### src/dsd_defs.svh
// Timing and field constants for the dual serial DAC load port controller.
`ifndef DSD_DEFS_SVH
`define DSD_DEFS_SVH

`define DSD_CLK_PERIOD_NS 100
`define DSD_WORD_BITS 16
`define DSD_BYTE_BITS 8
`define DSD_LAST_BIT_IDX 5'h0f
`define DSD_LAST_BYTE_BIT_IDX 5'h07
`define DSD_CODE_MSB 13
`define DSD_CODE12_MSB 11
`define DSD_STROBE_LOW_NS 200
`define DSD_STROBE_CYC ((`DSD_STROBE_LOW_NS + `DSD_CLK_PERIOD_NS - 1) / `DSD_CLK_PERIOD_NS)
`define DSD_BYTE_GAP_NS 400
`define DSD_BYTE_GAP_CYC ((`DSD_BYTE_GAP_NS + `DSD_CLK_PERIOD_NS - 1) / `DSD_CLK_PERIOD_NS)
`define DSD_TMR_BITS 3

`endif

### src/dsd_pkg.sv
// Types shared by the dual serial DAC load port controller.
package dsd_pkg;

  typedef enum logic [2:0] {
    ST_IDLE   = 3'b000,
    ST_SHIFT  = 3'b001,
    ST_GAP    = 3'b010,
    ST_END    = 3'b011,
    ST_STROBE = 3'b100
  } dsd_state_type;

  typedef enum logic [1:0] {
    STRB_TIED   = 2'b00,
    STRB_CHAN   = 2'b01,
    STRB_COMMON = 2'b10
  } dsd_strobe_mode_type;

  typedef struct packed {
    logic channel_select;
    logic res12;
    logic byte_mode;
    dsd_strobe_mode_type strobe_mode;
    logic [13:0] code;
  } dsd_req_type;

endpackage

### src/dsd_host.sv
// Host controller that loads words into both channels of a dual serial DAC.
`include "dsd_defs.svh"

module dsd_host (
  input wire logic clk_i,
  input wire logic arst_n_i,
  input wire logic req_valid_i,
  input wire dsd_pkg::dsd_req_type req_i,
  output logic req_ready_o,
  output logic done_o,
  output logic chan_a_shift_clock_o,
  output logic chan_b_shift_clock_o,
  output logic chan_a_serial_in_o,
  output logic chan_b_serial_in_o,
  output logic chan_a_frame_n_o,
  output logic chan_b_frame_n_o,
  output logic chan_a_load_strobe_n_o,
  output logic chan_b_load_strobe_n_o
);
  import dsd_pkg::*;

  localparam logic [`DSD_TMR_BITS-1:0] STROBE_LAST = `DSD_TMR_BITS'(`DSD_STROBE_CYC - 1);
  localparam logic [`DSD_TMR_BITS-1:0] GAP_LAST = `DSD_TMR_BITS'(`DSD_BYTE_GAP_CYC - 1);

  function automatic logic [15:0] dsd_pack_word(input dsd_req_type r);
    logic [15:0] w;
    w = {2'h0, r.code};
    if (r.res12) begin
      w = {4'h0, r.code[`DSD_CODE12_MSB:0]};
    end
    return w;
  endfunction

  dsd_state_type state, next_state;
  dsd_strobe_mode_type mode_q, next_mode_q;
  logic ph, next_ph;
  logic [4:0] bit_cnt, next_bit_cnt;
  logic [`DSD_TMR_BITS-1:0] tmr, next_tmr;
  logic [15:0] sr, next_sr;
  logic chan_q, next_chan_q;
  logic byte_q, next_byte_q;
  logic sclk, next_sclk;
  logic sdata, next_sdata;
  logic frame_a_n, next_frame_a_n;
  logic frame_b_n, next_frame_b_n;
  logic strb_a_n, next_strb_a_n;
  logic strb_b_n, next_strb_b_n;
  logic ready, next_ready;
  logic done, next_done;

  wire accept = (state == ST_IDLE) && req_valid_i && ready;
  wire [15:0] req_word = dsd_pack_word(req_i);
  wire last_fall = (bit_cnt == `DSD_LAST_BIT_IDX);
  wire byte_fall = byte_q && (bit_cnt == `DSD_LAST_BYTE_BIT_IDX);
  wire pulse_mode = (mode_q != STRB_TIED);
  wire strobe_a_sel = (mode_q == STRB_COMMON) || !chan_q;
  wire strobe_b_sel = (mode_q == STRB_COMMON) || chan_q;
  wire tied_req = (req_i.strobe_mode == STRB_TIED);

  always_comb begin
    next_state = state;
    next_mode_q = mode_q;
    next_ph = ph;
    next_bit_cnt = bit_cnt;
    next_tmr = tmr;
    next_sr = sr;
    next_chan_q = chan_q;
    next_byte_q = byte_q;
    next_sclk = sclk;
    next_sdata = sdata;
    next_frame_a_n = frame_a_n;
    next_frame_b_n = frame_b_n;
    next_strb_a_n = strb_a_n;
    next_strb_b_n = strb_b_n;
    next_ready = ready;
    next_done = 1'b0;
    case (state)
      ST_IDLE: begin
        if (accept) begin
          next_state = ST_SHIFT;
          next_ready = 1'b0;
          next_sr = req_word;
          next_sdata = req_word[15];
          next_sclk = 1'b0;
          next_ph = 1'b0;
          next_bit_cnt = 5'h00;
          next_chan_q = req_i.channel_select;
          next_byte_q = req_i.byte_mode;
          next_mode_q = req_i.strobe_mode;
          next_frame_a_n = req_i.channel_select;
          next_frame_b_n = !req_i.channel_select;
          next_strb_a_n = !tied_req;
          next_strb_b_n = !tied_req;
        end
      end
      ST_SHIFT: begin
        if (!ph) begin
          next_sclk = 1'b1;
          next_ph = 1'b1;
          if (bit_cnt != 5'h00) begin
            next_sdata = sr[15];
          end
        end else begin
          next_sclk = 1'b0;
          next_ph = 1'b0;
          next_sr = {sr[14:0], 1'b0};
          next_bit_cnt = bit_cnt + 5'h01;
          if (last_fall) begin
            next_state = ST_END;
          end else if (byte_fall) begin
            next_state = ST_GAP;
            next_tmr = GAP_LAST;
          end
        end
      end
      ST_GAP: begin
        next_tmr = tmr - `DSD_TMR_BITS'(1);
        if (tmr == '0) begin
          next_state = ST_SHIFT;
        end
      end
      ST_END: begin
        next_frame_a_n = 1'b1;
        next_frame_b_n = 1'b1;
        if (pulse_mode) begin
          next_state = ST_STROBE;
          next_tmr = STROBE_LAST;
          next_strb_a_n = !strobe_a_sel;
          next_strb_b_n = !strobe_b_sel;
        end else begin
          next_state = ST_IDLE;
          next_ready = 1'b1;
          next_done = 1'b1;
        end
      end
      ST_STROBE: begin
        next_tmr = tmr - `DSD_TMR_BITS'(1);
        if (tmr == '0) begin
          next_state = ST_IDLE;
          next_strb_a_n = 1'b1;
          next_strb_b_n = 1'b1;
          next_ready = 1'b1;
          next_done = 1'b1;
        end
      end
      default: begin
        next_state = ST_IDLE;
        next_ready = 1'b1;
      end
    endcase
  end

  always_ff @(posedge clk_i or negedge arst_n_i) begin
    if (!arst_n_i) begin
      state <= ST_IDLE;
      mode_q <= STRB_CHAN;
      ph <= 1'b0;
      bit_cnt <= 5'h00;
      tmr <= '0;
      sr <= 16'h0000;
      chan_q <= 1'b0;
      byte_q <= 1'b0;
      sclk <= 1'b0;
      sdata <= 1'b0;
      frame_a_n <= 1'b1;
      frame_b_n <= 1'b1;
      strb_a_n <= 1'b1;
      strb_b_n <= 1'b1;
      ready <= 1'b1;
      done <= 1'b0;
    end else begin
      state <= next_state;
      mode_q <= next_mode_q;
      ph <= next_ph;
      bit_cnt <= next_bit_cnt;
      tmr <= next_tmr;
      sr <= next_sr;
      chan_q <= next_chan_q;
      byte_q <= next_byte_q;
      sclk <= next_sclk;
      sdata <= next_sdata;
      frame_a_n <= next_frame_a_n;
      frame_b_n <= next_frame_b_n;
      strb_a_n <= next_strb_a_n;
      strb_b_n <= next_strb_b_n;
      ready <= next_ready;
      done <= next_done;
    end
  end

  // Both ports share one clock and data source; the frames pick the channel.
  assign chan_a_shift_clock_o = sclk;
  assign chan_b_shift_clock_o = sclk;
  assign chan_a_serial_in_o = sdata;
  assign chan_b_serial_in_o = sdata;
  assign chan_a_frame_n_o = frame_a_n;
  assign chan_b_frame_n_o = frame_b_n;
  assign chan_a_load_strobe_n_o = strb_a_n;
  assign chan_b_load_strobe_n_o = strb_b_n;
  assign req_ready_o = ready;
  assign done_o = done;

  // Helper logic that only the checks read.
  logic sclk_d;
  logic [4:0] fall_cnt;
  logic [15:0] acc_word;
  wire any_frame = !frame_a_n || !frame_b_n;

  always_ff @(posedge clk_i or negedge arst_n_i) begin
    if (!arst_n_i) begin
      sclk_d <= 1'b0;
      fall_cnt <= 5'h00;
      acc_word <= 16'h0000;
    end else begin
      sclk_d <= sclk;
      if (accept) begin
        acc_word <= req_word;
      end
      if (!any_frame) begin
        fall_cnt <= 5'h00;
      end else if (sclk_d && !sclk) begin
        fall_cnt <= fall_cnt + 5'h01;
      end
    end
  end
endmodule

### config.mk
export PLATFORM = sky130hd
export DESIGN_NAME = dsd_host
export DESIGN_NICKNAME = d
export VERILOG_FILES = /design/src/dsd_pkg.sv /design/src/dsd_host.sv
export VERILOG_INCLUDE_DIRS = /design/src /design/src/src
export SDC_FILE = /design/constraint.sdc
export NUM_CORES = 1
export LEC_CHECK = 0
export ABC_CLOCK_PERIOD_IN_PS = 2500
export BUFFER_PORTS_ARGS = -buffer_cell sky130_fd_sc_hd__buf_2
export CORE_MARGIN = 2
export CORE_UTILIZATION = 25
export CTS_BUF_LIST = sky130_fd_sc_hd__clkbuf_8
export CTS_CLUSTER_SIZE = 25
export DETAILED_ROUTE_END_ITERATION = 12
export RECOVER_POWER = 50
export SYNTH_ARGS = -nofsm -noshare
export SYNTH_HDL_FRONTEND = slang
export SYNTH_SLANG_ARGS = --single-unit
### constraint.sdc
create_clock -name clk_i -period 2.5 [get_ports clk_i]
set_input_delay 0.375 -clock clk_i [delete_from_list [all_inputs] [get_ports clk_i]]
set_output_delay 0.375 -clock clk_i [all_outputs]
set_load 0.01 [all_outputs]
; Yosys cells after proc, flatten, opt, wreduce, memory -nomap -nowiden
; Index checks and enable logic that the tools add are counted.
[totals]
input_bits = 22
wordCells = 108
ff_bits = 39
[op_classes]
eq_ne = 18
n_reduce_logical = 30
muxes = 42
n_addsub = 2
bitwise_logic = 1
[ops]
columns = op, n
row1 = $mux 3, 11
row2 = $mux 16, 2
row3 = $pmux 16 s2, 1
row4 = $ne 2x2->1 const B, 10
row5 = $pmux 3 s5, 1
row6 = $mux 1, 14
row7 = $mux 14, 1
row8 = $reduce_and 4->1, 3
row9 = $mux 5, 2
row10 = $pmux 1 s2, 5
row11 = $pmux 5 s2, 1
row12 = $reduce_and 5->1, 2
row13 = $pmux 3 s3, 1
row14 = $eq 3x2->1 const B, 2
row15 = $logic_not 3->1, 2
row16 = $pmux 1 s3, 2
row17 = $reduce_and 2->1, 3
row18 = $reduce_bool 2->1, 3
row19 = $reduce_bool 3->1, 2
row20 = $add 5x1->5 const B, 1
row21 = $eq 5x3->1 const B, 1
row22 = $eq 5x4->1 const B, 1
row23 = $logic_not 1->1, 5
row24 = $reduce_bool 5->1, 1
row25 = other kinds (12), 16

; Depth between registers and ports, before layout
; Gate-level depths: netlist of run 1.
[depth]
depth_word = 6
depth_mapped = 7

; Worst setup path after synthesis of run 1
; OpenSTA, ideal clock, no wires.
[synth_timing]
path_type = reg2reg
from = register bit_cnt[0]
to = register tmr[1]
path_slack_ns = 0.627
path_stages_with_launch = 8
arrival_ns = 1.748
required_ns = 2.375
cell_sequence = dfrtp_1 > ha_1 > and3_1 > ha_1 > and4b_1 > and3_4 > o32ai_4 > mux2_4
[synth_via]
elab_chain_cells = 4
word_cells_on_any_way = 6
cone_classes = eq/ne (4) / reduce/logical (2)
[synth_lines]
columns = element, line
row1 = from (decl), dsd_host.sv:37  ; logic [4:0] bit_cnt, next_bit_cnt;
row2 = from (signal assigned), dsd_host.sv:175  ; bit_cnt <= next_bit_cnt;
row3 = $eq 5x3->1 (no source line), n/a
row4 = $logic_and 1x1->1, dsd_host.sv:54  ; wire byte_fall = byte_q && (bit_cnt == `DSD_LAST_BYTE_BIT_IDX);
row5 = $ne 2x2->1 (no source line), n/a
row6 = $reduce_and 5->1 (no source line) *, n/a
row7 = to (signal assigned), dsd_host.sv:176  ; tmr <= next_tmr;
row8 = to (decl), dsd_host.sv:38  ; logic [`DSD_TMR_BITS-1:0] tmr, next_tmr;
; Mark *: on every way between the ends. The rest lies on a longest branch, timed or not.
; A chain may end at the register's enable or synchronous reset.

; Worst setup path after layout of run 1
; Same ends and word-level chain as after synthesis.

==> impl_metrics.yaml, run 1 <==
drt:
  drt_first_pass_iters: 4
  viasPerCell: 4.551
  drc: 0
  ant_nets: 0
  drt_wl_total_um: 4326
  num_vias: 1570
  first_iter_violations: 67
  wl_per_cell_um: 12.54
setup_path:
  cpPeakStageDelay_ps: 380
  crit_path_cell_trace: "ha_1 > and3_1 > ha_1 > and4b_1 > and3_4 > o32ai_4 > mux2_4"
  cp_slowest_cell: "dfrtp_1"
  cp-start-kind: "flip-flop"
  rrSetupSlack_ps: 510
  crit_top_cell: "ha_1"
  critPathMaxFanout: 4
  arrival_ps: 2180
  reg2reg_depth: 7
  criticalPathCategory: "flip-flop to flip-flop"
  worstPathRequired_ps: 2690
  cp-end-kind: "flip-flop"
power_and_ir_drop:
  p_leak_nw: 1.088
  cellPowerDensity_nw_per_um2: 503.8
  worst_ir_drop_vdd_mv: 0.1702
worst_hold_path:
  hold_class: "input pin to asynchronous set/reset pin"
clock_tree:
  ctsHtreeMaxLevel: 2
  cts_root_buf: "clkbuf_8"
  cts_buffer_depth: 2
  cts_sinks: 39
  cts_hold_buf: 0
  cts_buffers: 5
  cts_resized: 0
  worst_skew_pair.late_latency_ps: 300
  post_cts_buffers: 0
  cts_tree: "yes"
  clkTransAtPathRegs_ps: 80
cells_and_area:
  drive_gt1_share_pct: 24.58
  final_cell_mix: "nand2_1 (37), dfrtp_1 (33), buf_2 (27)"
  final_common_cell: "nand2_1"
  antenna_cells: 0
  layout-area-overhead-vs-synth_pct: 15.40
  final_cells: 345
  final_nets: 266
timing:
  slew_viol_final: 0
  fin_skew_ps: 3.316
  setup-tns-final_ps: 0
  fin_crit_ps: 1985
  min_period_over_period_pct: 79.40
  max_freq_ghz: 0.5038
  final_hold_viol_count: 0
  worst-slew-pin-transition_ps: 893.4
  slew_headroom_pct: 40.44
  setup_violations: 0
  grt_setup_unrepaired: "no"
global_routing:
  use_met3_pct: 3.399
  met2_usage_pct: 16.43
  grt_overflow_total: 0
  track_usage_pct: 10.37
  grt.met1_usage_pct: 13.36
  grt_pass1_vias: 1528
  grt_pass1_wl_um: 7265
  busiest_layer: "met2"
  grt_max_degree: 40
  antenna_found_initial: 0
logic_synthesis:
  yosys_warnings: 0
  netlist_instances: 211
  yosysSeqAreaShare_pct: 47.46
  syn_area_per_cell_um2: 9.820
  synthArstFlopShare_pct: 100.0
  ys.flop_type: "dfrtp_1"
  syn-num-nets: 238
  synth-seq-cells: 39
  synth.distinct_cells: 48
  synth_area_um2: 2072
  synth_edf_count: 0
floorplan:
  start_util_pct: 25.47
  design.die.area_um2: 9033
  die_h_um: 95.04
  core.rowCount: 33
  io_pins: 32
  fp.dieW_um: 95.04
  coreArea_um2: 8134
place:
  gp_congestion: 0.7805
  placedCellCount: 337
  dp_hpwl_um: 2974
  io_buffers: 31
flow_run:
  max_cap_violations: 0
status:
  outcome: "finished clean"
[through the flow]
stage / instance area, um^2 / hold WS, ps / total power [mW] / worst slack (ps) / util [%]
3_3_place_gp: 2283 / 473.5 / 0.6808 / 559.1 / 28.07
3_5_place_dp: 2283 / 480.8 / 0.6811 / 520.3 / 28.07
2_1_floorplan: 2072 / 79.41 / 0.6489 / 627.4 / -
6_report: 2391 / 199.6 / 1.205 / 514.9 / 29.40
4_1_cts: 2396 / 236.6 / 1.223 / 505.2 / 29.46
5_1_grt: 2391 / 276.2 / 1.256 / 401.1 / 29.40
[path summary, 6_finish.rpt]
check                           startpoint            endpoint
worst max-delay path            bit_cnt[0]              tmr[1]
worst min-delay path              arst_n_i              done_o
worst max register to register  bit_cnt[0]              tmr[1]
worst min register to register      tmr[0]              tmr[0]
max in group asynchronous         arst_n_i  chan_a_serial_in_o
min in group clk_i                req_i[0]               sr[0]
[state kept, by name, indices dropped and copies added (netlist names)]
signal and cells:
state 3, chan_a_shift_clock_o 1, done_o 1, chan_b_load_strobe_n_o 1, chan_a_frame_n_o 1, chan_q 1
chan_a_serial_in_o 1, chan_a_load_strobe_n_o 1, byte_q 1, mode_q 2, req_ready_o 1, sr 16
bit_cnt 5, tmr 3, chan_b_frame_n_o 1
[per-layer routing]
layer  vias to the layer above  part of all wire [%]
li1                        783                     -
met1                       754                    46
met2                        28                    47
met3                         5                   5.5
met4                         0                   1.2
met5                         -                     0
[area by class of cell]
cell class	count	area (um^2)
flip-flops and latches	39	983.4
clock buffers	5	68.82
fillers	838	5743
well taps	105	131.4
clock inverters	3	43.79
repair buffers	34	172.7
multi-input cells	149	953.4
inverters	10	37.54
[worst max-delay path, delay by kind of cell, from the launching register on]
family / cells / cell delay [ps]
flip-flops: 1 / 380
AO/OA/AOI/OAI: 1 / 260
AND/OR/NAND/NOR: 3 / 540
multiplexers: 1 / 330
adder cells (fa/ha/maj): 2 / 380
[cell usage after synthesis (5+ instances only)]
cell,number,area [um^2]
nor2_1,20,75.07
dfrtp_1,33,825.8
nand2b_1,5,31.28
nand2_1,37,138.9
a21oi_1,8,40.04
buf_4,6,45.04
ha_1,5,62.56
inv_1,10,37.54
a31oi_1,15,93.84
dfstp_2,6,157.7
o21ai_0,8,40.04
[kinds of logic after synthesis]
kind of cell | count (synthesis) | synth area share (%)
buf+inv | 23 | 6.702
compound gates | 50 | 16.67
xor+xnor | 4 | 1.691
simple gates | 83 | 20.47
flops | 39 | 47.46
fa+ha+maj | 5 | 3.019
mux | 7 | 3.985
[report_power, final]
group          total (mW)  leakage, nW  switching [mW]  internal [mW]
clock network       0.538       0.0581           0.241          0.297
registers           0.631        0.505               0          0.631
logic              0.0362        0.525          0.0219         0.0143
total                1.20         1.09           0.263          0.942
Power figures use the tool's default switching activity.
==> inputs of run 2 (changes only) <==
Settings changed: ABC_AREA set to 1, ABC_CLOCK_PERIOD_IN_PS 2500 to 1900.
Clock period 2.5 ns to 1.9 ns, I/O delays scaled along.
==> run 2 against run 1 <==
Global-route usage fell by 0.29 points. Sequential share of layout area barely moved. Design area rose by 0.10%. Synthesized cell count rose by 27%. Largest power group unchanged. Register-to-register slack got worse by 260 ps. Maximum frequency rose by 21%. Critical path depth did not move. Clock-buffer cell count did not move. Die area rose by 0.52%. Clock skew rose by 2.7 ps.
==> impl_metrics.yaml, run 2 <==
timing:
  setup_violations: 0
  slew_headroom_pct: 35.00
  grt_setup_unrepaired: "no"
  final_hold_viol_count: 0
  fin_skew_ps: 6.019
  setup-tns-final_ps: 0
  max_freq_ghz: 0.6082
  worst-slew-pin-transition_ps: 975.1
  min_period_over_period_pct: 86.54
  fin_crit_ps: 1644
  slew_viol_final: 0
power_and_ir_drop:
  worst_ir_drop_vdd_mv: 0.2867
  cellPowerDensity_nw_per_um2: 603.3
  p_leak_nw: 1.299
logic_synthesis:
  synth-seq-cells: 39
  yosysSeqAreaShare_pct: 47.21
  syn_area_per_cell_um2: 7.773
  synth_edf_count: 0
  synth_top_area_cell: "dfrtp_1"
  synth_most_common_cell: "nand2_1"
  ys.flop_type: "dfrtp_1"
  synth_commonest_cells: "nand2_1 (82), inv_1 (41), dfrtp_1 (33)"
  synth_area_um2: 2083
  netlist_instances: 268
  synth.distinct_cells: 27
  synthTopCellsByArea: "dfrtp_1 (40%), nand2_1 (15%), dfstp_2 (7.6%), inv_1 (7.4%), o21ai_0 (6.0%)"
  yosys_warnings: 0
  syn-num-nets: 295
  synthArstFlopShare_pct: 100.0
  synth_top_area_share_pct: 39.64
floorplan:
  design.die.area_um2: 9079
  io_pins: 32
  coreArea_um2: 8134
  fp.dieW_um: 95.29
  start_util_pct: 25.61
  die_h_um: 95.29
  core.rowCount: 33
setup_path:
  r2r-end: "sr[5]"
  r2r-start: "state[0]"
  critPathMaxFanout: 32
  cp_slowest_cell: "dfrtp_1"
  criticalPathCategory: "flip-flop to flip-flop"
  crit_start: "state[0]"
  rrSetupSlack_ps: 260
  reg2reg_depth: 7
  crit_end: "sr[5]"
  worstPathRequired_ps: 2120
  crit_cells: 7
  crit_path_cell_trace: "nor2_4 > nand4_2 > nand2_2 > nand2_2 > inv_4 > nand2_1 > o21ai_1"
  crit_top_cell: "nand2_2"
  crit_family: "simple AND/OR/NAND/NOR gates"
  cp-end-kind: "flip-flop"
  arrival_ps: 1860
  crit_buf_inv: 1
  cpPeakStageDelay_ps: 500
  cp-start-kind: "flip-flop"
drt:
  drt_first_pass_iters: 4
  drt_wl_total_um: 4136
  num_vias: 1720
  viasPerCell: 4.236
  wl_per_cell_um: 10.19
  drc: 0
  ant_nets: 0
  first_iter_violations: 97
clock_tree:
  cts_sinks: 39
  clkTransAtPathRegs_ps: 80
  cts_resized: 0
  ctsHtreeMaxLevel: 2
  cts_buffer_depth: 2
  post_cts_buffers: 0
  cts_buffers: 5
  worst_skew_pair.late_latency_ps: 290
  cts_root_buf: "clkbuf_8"
  cts_tree: "yes"
cells_and_area:
  reg_top3: "sr x16, bit_cnt x5"
  largest_reg_flops: 16
  final_cell_mix: "nand2_1 (82), inv_1 (41), dfrtp_1 (33)"
  final_common_cell: "nand2_1"
  antenna_cells: 0
  final_nets: 327
  drive_gt1_share_pct: 18.27
  layout-area-overhead-vs-synth_pct: 14.90
  regMostFlops: "sr"
  final_cells: 406
global_routing:
  grt_pass1_wl_um: 7238
  grt_pass1_vias: 1656
  grt_max_degree: 40
  track_usage_pct: 10.08
  grt_overflow_total: 0
  antenna_found_initial: 0
place:
  io_buffers: 31
  gp_congestion: 0.7911
  dp_hpwl_um: 3028
  placedCellCount: 397
status:
  outcome: "finished clean"
worst_hold_path:
  hold_class: "input pin to flip-flop"
  min-delay-start: "req_i[16]"
flow_run:
  max_cap_violations: 0
run 2: cell types whose count changed after synthesis, sizes merged, moves of 4 or more:
cell,before,now
nand2b,5,0
nand3b,5,0
inv,10,43
a22o,4,0
mux2,7,0
nor2,21,14
buf,13,8
a31oi,15,0
o21ai,11,42
nand3,2,16
nand2,38,85
run 2: tightest hold or removal path: cells and delay by family:
kind / cells / cell delay, ps
buf+inv: 1 / 70
simple gates: 2 / 100
run 2: worst min path at each step:
stage                         endpoint  slack [ps]  cells past startpoint
global placement    chan_a_serial_in_o         290                      2
detailed placement  chan_a_serial_in_o         280                      2
global route                 mode_q[1]         210                      3
floorplan                   bit_cnt[0]         -10                      0
finish                          byte_q         210                      3
CTS                          mode_q[1]         200                      3
run 2: final cells by class:
| class | count | area [um^2] |
|---|---|---|
| fill | 867 | 5741 |
| sequential | 39 | 983.4 |
| multi-input combinational | 177 | 852.1 |
| timing repair buffer | 34 | 173.9 |
| inverter | 43 | 163.9 |
| tap | 105 | 131.4 |
| clock buffer | 5 | 68.82 |
| clock inverter | 3 | 20.02 |
run 2: metrics by stage:
stage                     util (%)  hold slack (ps)  instance area, um^2  setup slack [ps]  power (mW)
after global placement       28.53            286.3                 2321             290.3      0.9053
after floorplan                  -           -10.59                 2083             545.2      0.8593
after detailed placement     28.53            280.1                 2321             263.2      0.9053
after global routing         29.43            206.8                 2394             67.34       1.520
final                        29.43            207.4                 2394             255.8       1.444
after CTS                    29.75            201.1                 2420             236.1       1.479
run 2: cell families (layout without fill, tap and decap cells):
| group | count (synthesis) | in the layout | synth area share [%] |
|---|---|---|---|
| and+or+nand+nor | 120 | 120 | 25.23 |
| buffers and inverters | 52 | 85 | 11.53 |
| AOI/OAI and AO/OA | 50 | 50 | 12.19 |
| DFF | 39 | 39 | 47.21 |
| adders and majority gates | 5 | 5 | 3.003 |
| xor gates and xnor gates | 2 | 2 | 0.8410 |
run 2: power by group:
group,total [mW],switching (mW),internal (mW)
clock,0.560,0.305,0.256
sequential,0.830,0,0.830
combinational,0.0540,0.0301,0.0239
total,1.44,0.335,1.11
run 2: repair_timing:
| item | CTS | global route |
|---|---|---|
| endpoints found under the setup margin | 0 | 0 |
| hold buffers | 1 | 0 |
| endpoints found under the hold margin | 33 | 0 |
run 2: routing by layer:
layer	GRT usage, %	share of wire (%)	vias to the layer above
met1	12.93	47	773
met2	16.67	46	43
met4	2.778	0.92	0
li1	-	-	899
met5	0	0	-
met3	2.767	5.5	5
==> inputs of run 3 (changes only) <==
Settings changed: ABC_AREA 1 to 0, CAP_MARGIN set to 20, SETUP_SLACK_MARGIN set to 0.02.
==> run 3 against run 2 <==
The flow now finishes with violations (negative setup slack). Global-route usage up 0.59 points. Power increased by 9.9%. Clock power rose by 26%. Worst hold slack improved by 2.9 ps. Cell count fell by 12%. Critical endpoint is now tmr[1]. Largest power group unchanged.
==> impl_metrics.yaml, run 3 (synthesis gave the netlist of run 1 again) <==
status:
  outcome: "finished, violations left"
  failed_checks: "negative setup slack"
cells_and_area:
  antenna_cells: 0
  multi_input_comb_area_um2: 977.2
  final_cells: 358
  final_nets: 279
  reg_top3: "sr x16, bit_cnt x5"
  layout-area-overhead-vs-synth_pct: 21.92
  final_common_cell: "nand2_1"
  final_cell_mix: "nand2_1 (37), dfrtp_1 (33), buf_2 (26)"
  nFillCells: 857
  largest_reg_flops: 16
  regMostFlops: "sr"
  final_core_util_pct: 31.06
  drive_gt1_share_pct: 29.64
  ff_latch_area_um2: 983.4
setup_path:
  cp-end-kind: "flip-flop"
  cp_slowest_cell: "dfrtp_1"
  crit_path_cell_trace: "ha_2 > and3_4 > ha_4 > and4b_1 > and3_4 > o32ai_4 > mux2_4"
  cp-start-kind: "flip-flop"
  cpPeakStageDelay_ps: 380
  crit_buf_inv: 0
  crit_top_cell: "and3_4"
  worstPathRequired_ps: 2090
  crit_family: "simple AND/OR/NAND/NOR gates"
  critPathMaxFanout: 3
  arrival_ps: 2160
  criticalPathCategory: "flip-flop to flip-flop"
power_and_ir_drop:
  worst_ir_drop_vdd_mv: 0.3800
  p_sw_mw: 0.3452
  finalPower_mw: 1.587
  p_leak_nw: 1.148
  pwr-share-comb_pct: 3.1
  pwr-share-clk_pct: 44.6
  cellPowerDensity_nw_per_um2: 628.4
  seqPwrFrac_pct: 52.3
  sw_frac_of_total_pct: 21.75
  p_int_mw: 1.242
timing:
  setup-tns-final_ps: -67.08
  worst-slew-pin-transition_ps: 984.4
  setup_slack_ps: -67.08
  slew_viol_final: 0
  slew_headroom_pct: 34.37
  grt_setup_unrepaired: "yes"
  fin_skew_ps: 6.307
  max_freq_ghz: 0.5084
  final_hold_viol_count: 0
  fin_crit_ps: 1967
  setup_violations: 1
  min_period_over_period_pct: 103.5
drt:
  num_vias: 1657
  wl_per_cell_um: 12.33
  drc: 0
  ant_nets: 0
  drt_wl_total_um: 4413
  viasPerCell: 4.628
  drt_first_pass_iters: 4
  first_iter_violations: 69
global_routing:
  antenna_found_initial: 0
  grt_max_degree: 27
  grt_overflow_total: 0
  track_usage_pct: 10.67
  grt_pass1_vias: 1642
  grt_pass1_wl_um: 7493
place:
  dp_hpwl_um: 3179
  io_buffers: 31
  placedCellCount: 347
  dp_slack_ps: -9.293
  gp_congestion: 0.8093
floorplan:
  design.die.area_um2: 9033
  core.rowCount: 33
  coreArea_um2: 8134
  die_h_um: 95.04
  start_util_pct: 25.47
  fp.dieW_um: 95.04
  io_pins: 32
clock_tree:
  cts_buffer_depth: 2
  cts_buffers: 5
  clkTransAtPathRegs_ps: 80
  cts_root_buf: "clkbuf_8"
  ctsHtreeMaxLevel: 2
  cts_tree: "yes"
  worst_skew_pair.late_latency_ps: 300
  cts_sinks: 39
worst_hold_path:
  hold_class: "input pin to flip-flop"
flow_run:
  max_cap_violations: 0
[run 3: cell count changes in the layout (fill, tap and decap cells not counted), moves of 12 or more]
cell and change:
a31oi_1 +15, buf_4 +12, nand2_1 -45, o21ai_1 -15, o21ai_0 -17, inv_1 -31
nand3_1 -12
[run 3: through the flow]
stage	instance area, um^2	hold WS (ps)
after floorplan	2072	-10.59
after global placement	2384	268.5
after detailed placement	2384	262.2
after CTS	2506	206.5
after global routing	2526	218.3
final	2526	210.3
[run 3: final cells by class]
| cell class | count | share of cell area, % |
|---|---|---|
| clock buffer | 5 | 2.724 |
| timing repair buffer | 47 | 11.24 |
| clock inverter | 3 | 1.734 |
| sequential | 39 | 38.93 |
| multi-input combinational | 149 | 38.68 |
| tap | 105 | 5.201 |
| inverter | 10 | 1.486 |
[run 3: worst paths after layout]
path | start | slack, ps | endpoint | depth (start not counted)
max in group asynchronous | arst_n_i | 290 | sr[2] | 3
worst max-delay path | bit_cnt[0] | -70 | tmr[1] | 7
worst min-delay path | req_i[0] | 210 | sr[0] | 2
worst min register to register | tmr[0] | 500 | tmr[0] | 1
min in group asynchronous | arst_n_i | 670 | done_o | 2
worst max register to register | bit_cnt[0] | -70 | tmr[1] | 7
[run 3: repair_timing]
item	CTS	global route
pin swaps	0	3
buffers inserted	0	2
hold buffers	1	0
setup endpoints to repair	1	1
hold endpoints to repair	11	0
resized for setup	0	5
[run 3: routing by layer]
metal / part of all wire (%) / routed length [um] / global-route usage, %
met5: 0 / 0 / 0
met4: 2.6 / 116 / 4.710
met3: 5.2 / 229 / 3.320
met2: 47 / 2086 / 16.84
met1: 45 / 1981 / 13.44
[run 3: power by group through the flow]
stage / clock network (mW) / registers, mW / logic, mW
after global routing: 0.763 / 0.830 / 0.0583
after detailed placement: 0 / 0.846 / 0.0545
after CTS: 0.723 / 0.830 / 0.0564
final: 0.708 / 0.830 / 0.0496
after floorplan: 0 / 0.846 / 0.00765
after global placement: 0 / 0.846 / 0.0537
[run 3: worst register-to-register path, cell delays in order (launching register included)]
cell	delay (ps)
dfrtp_1	380
ha_2	190
and3_4	180
ha_4	120
and4b_1	180
and3_4	180
o32ai_4	300
mux2_4	330
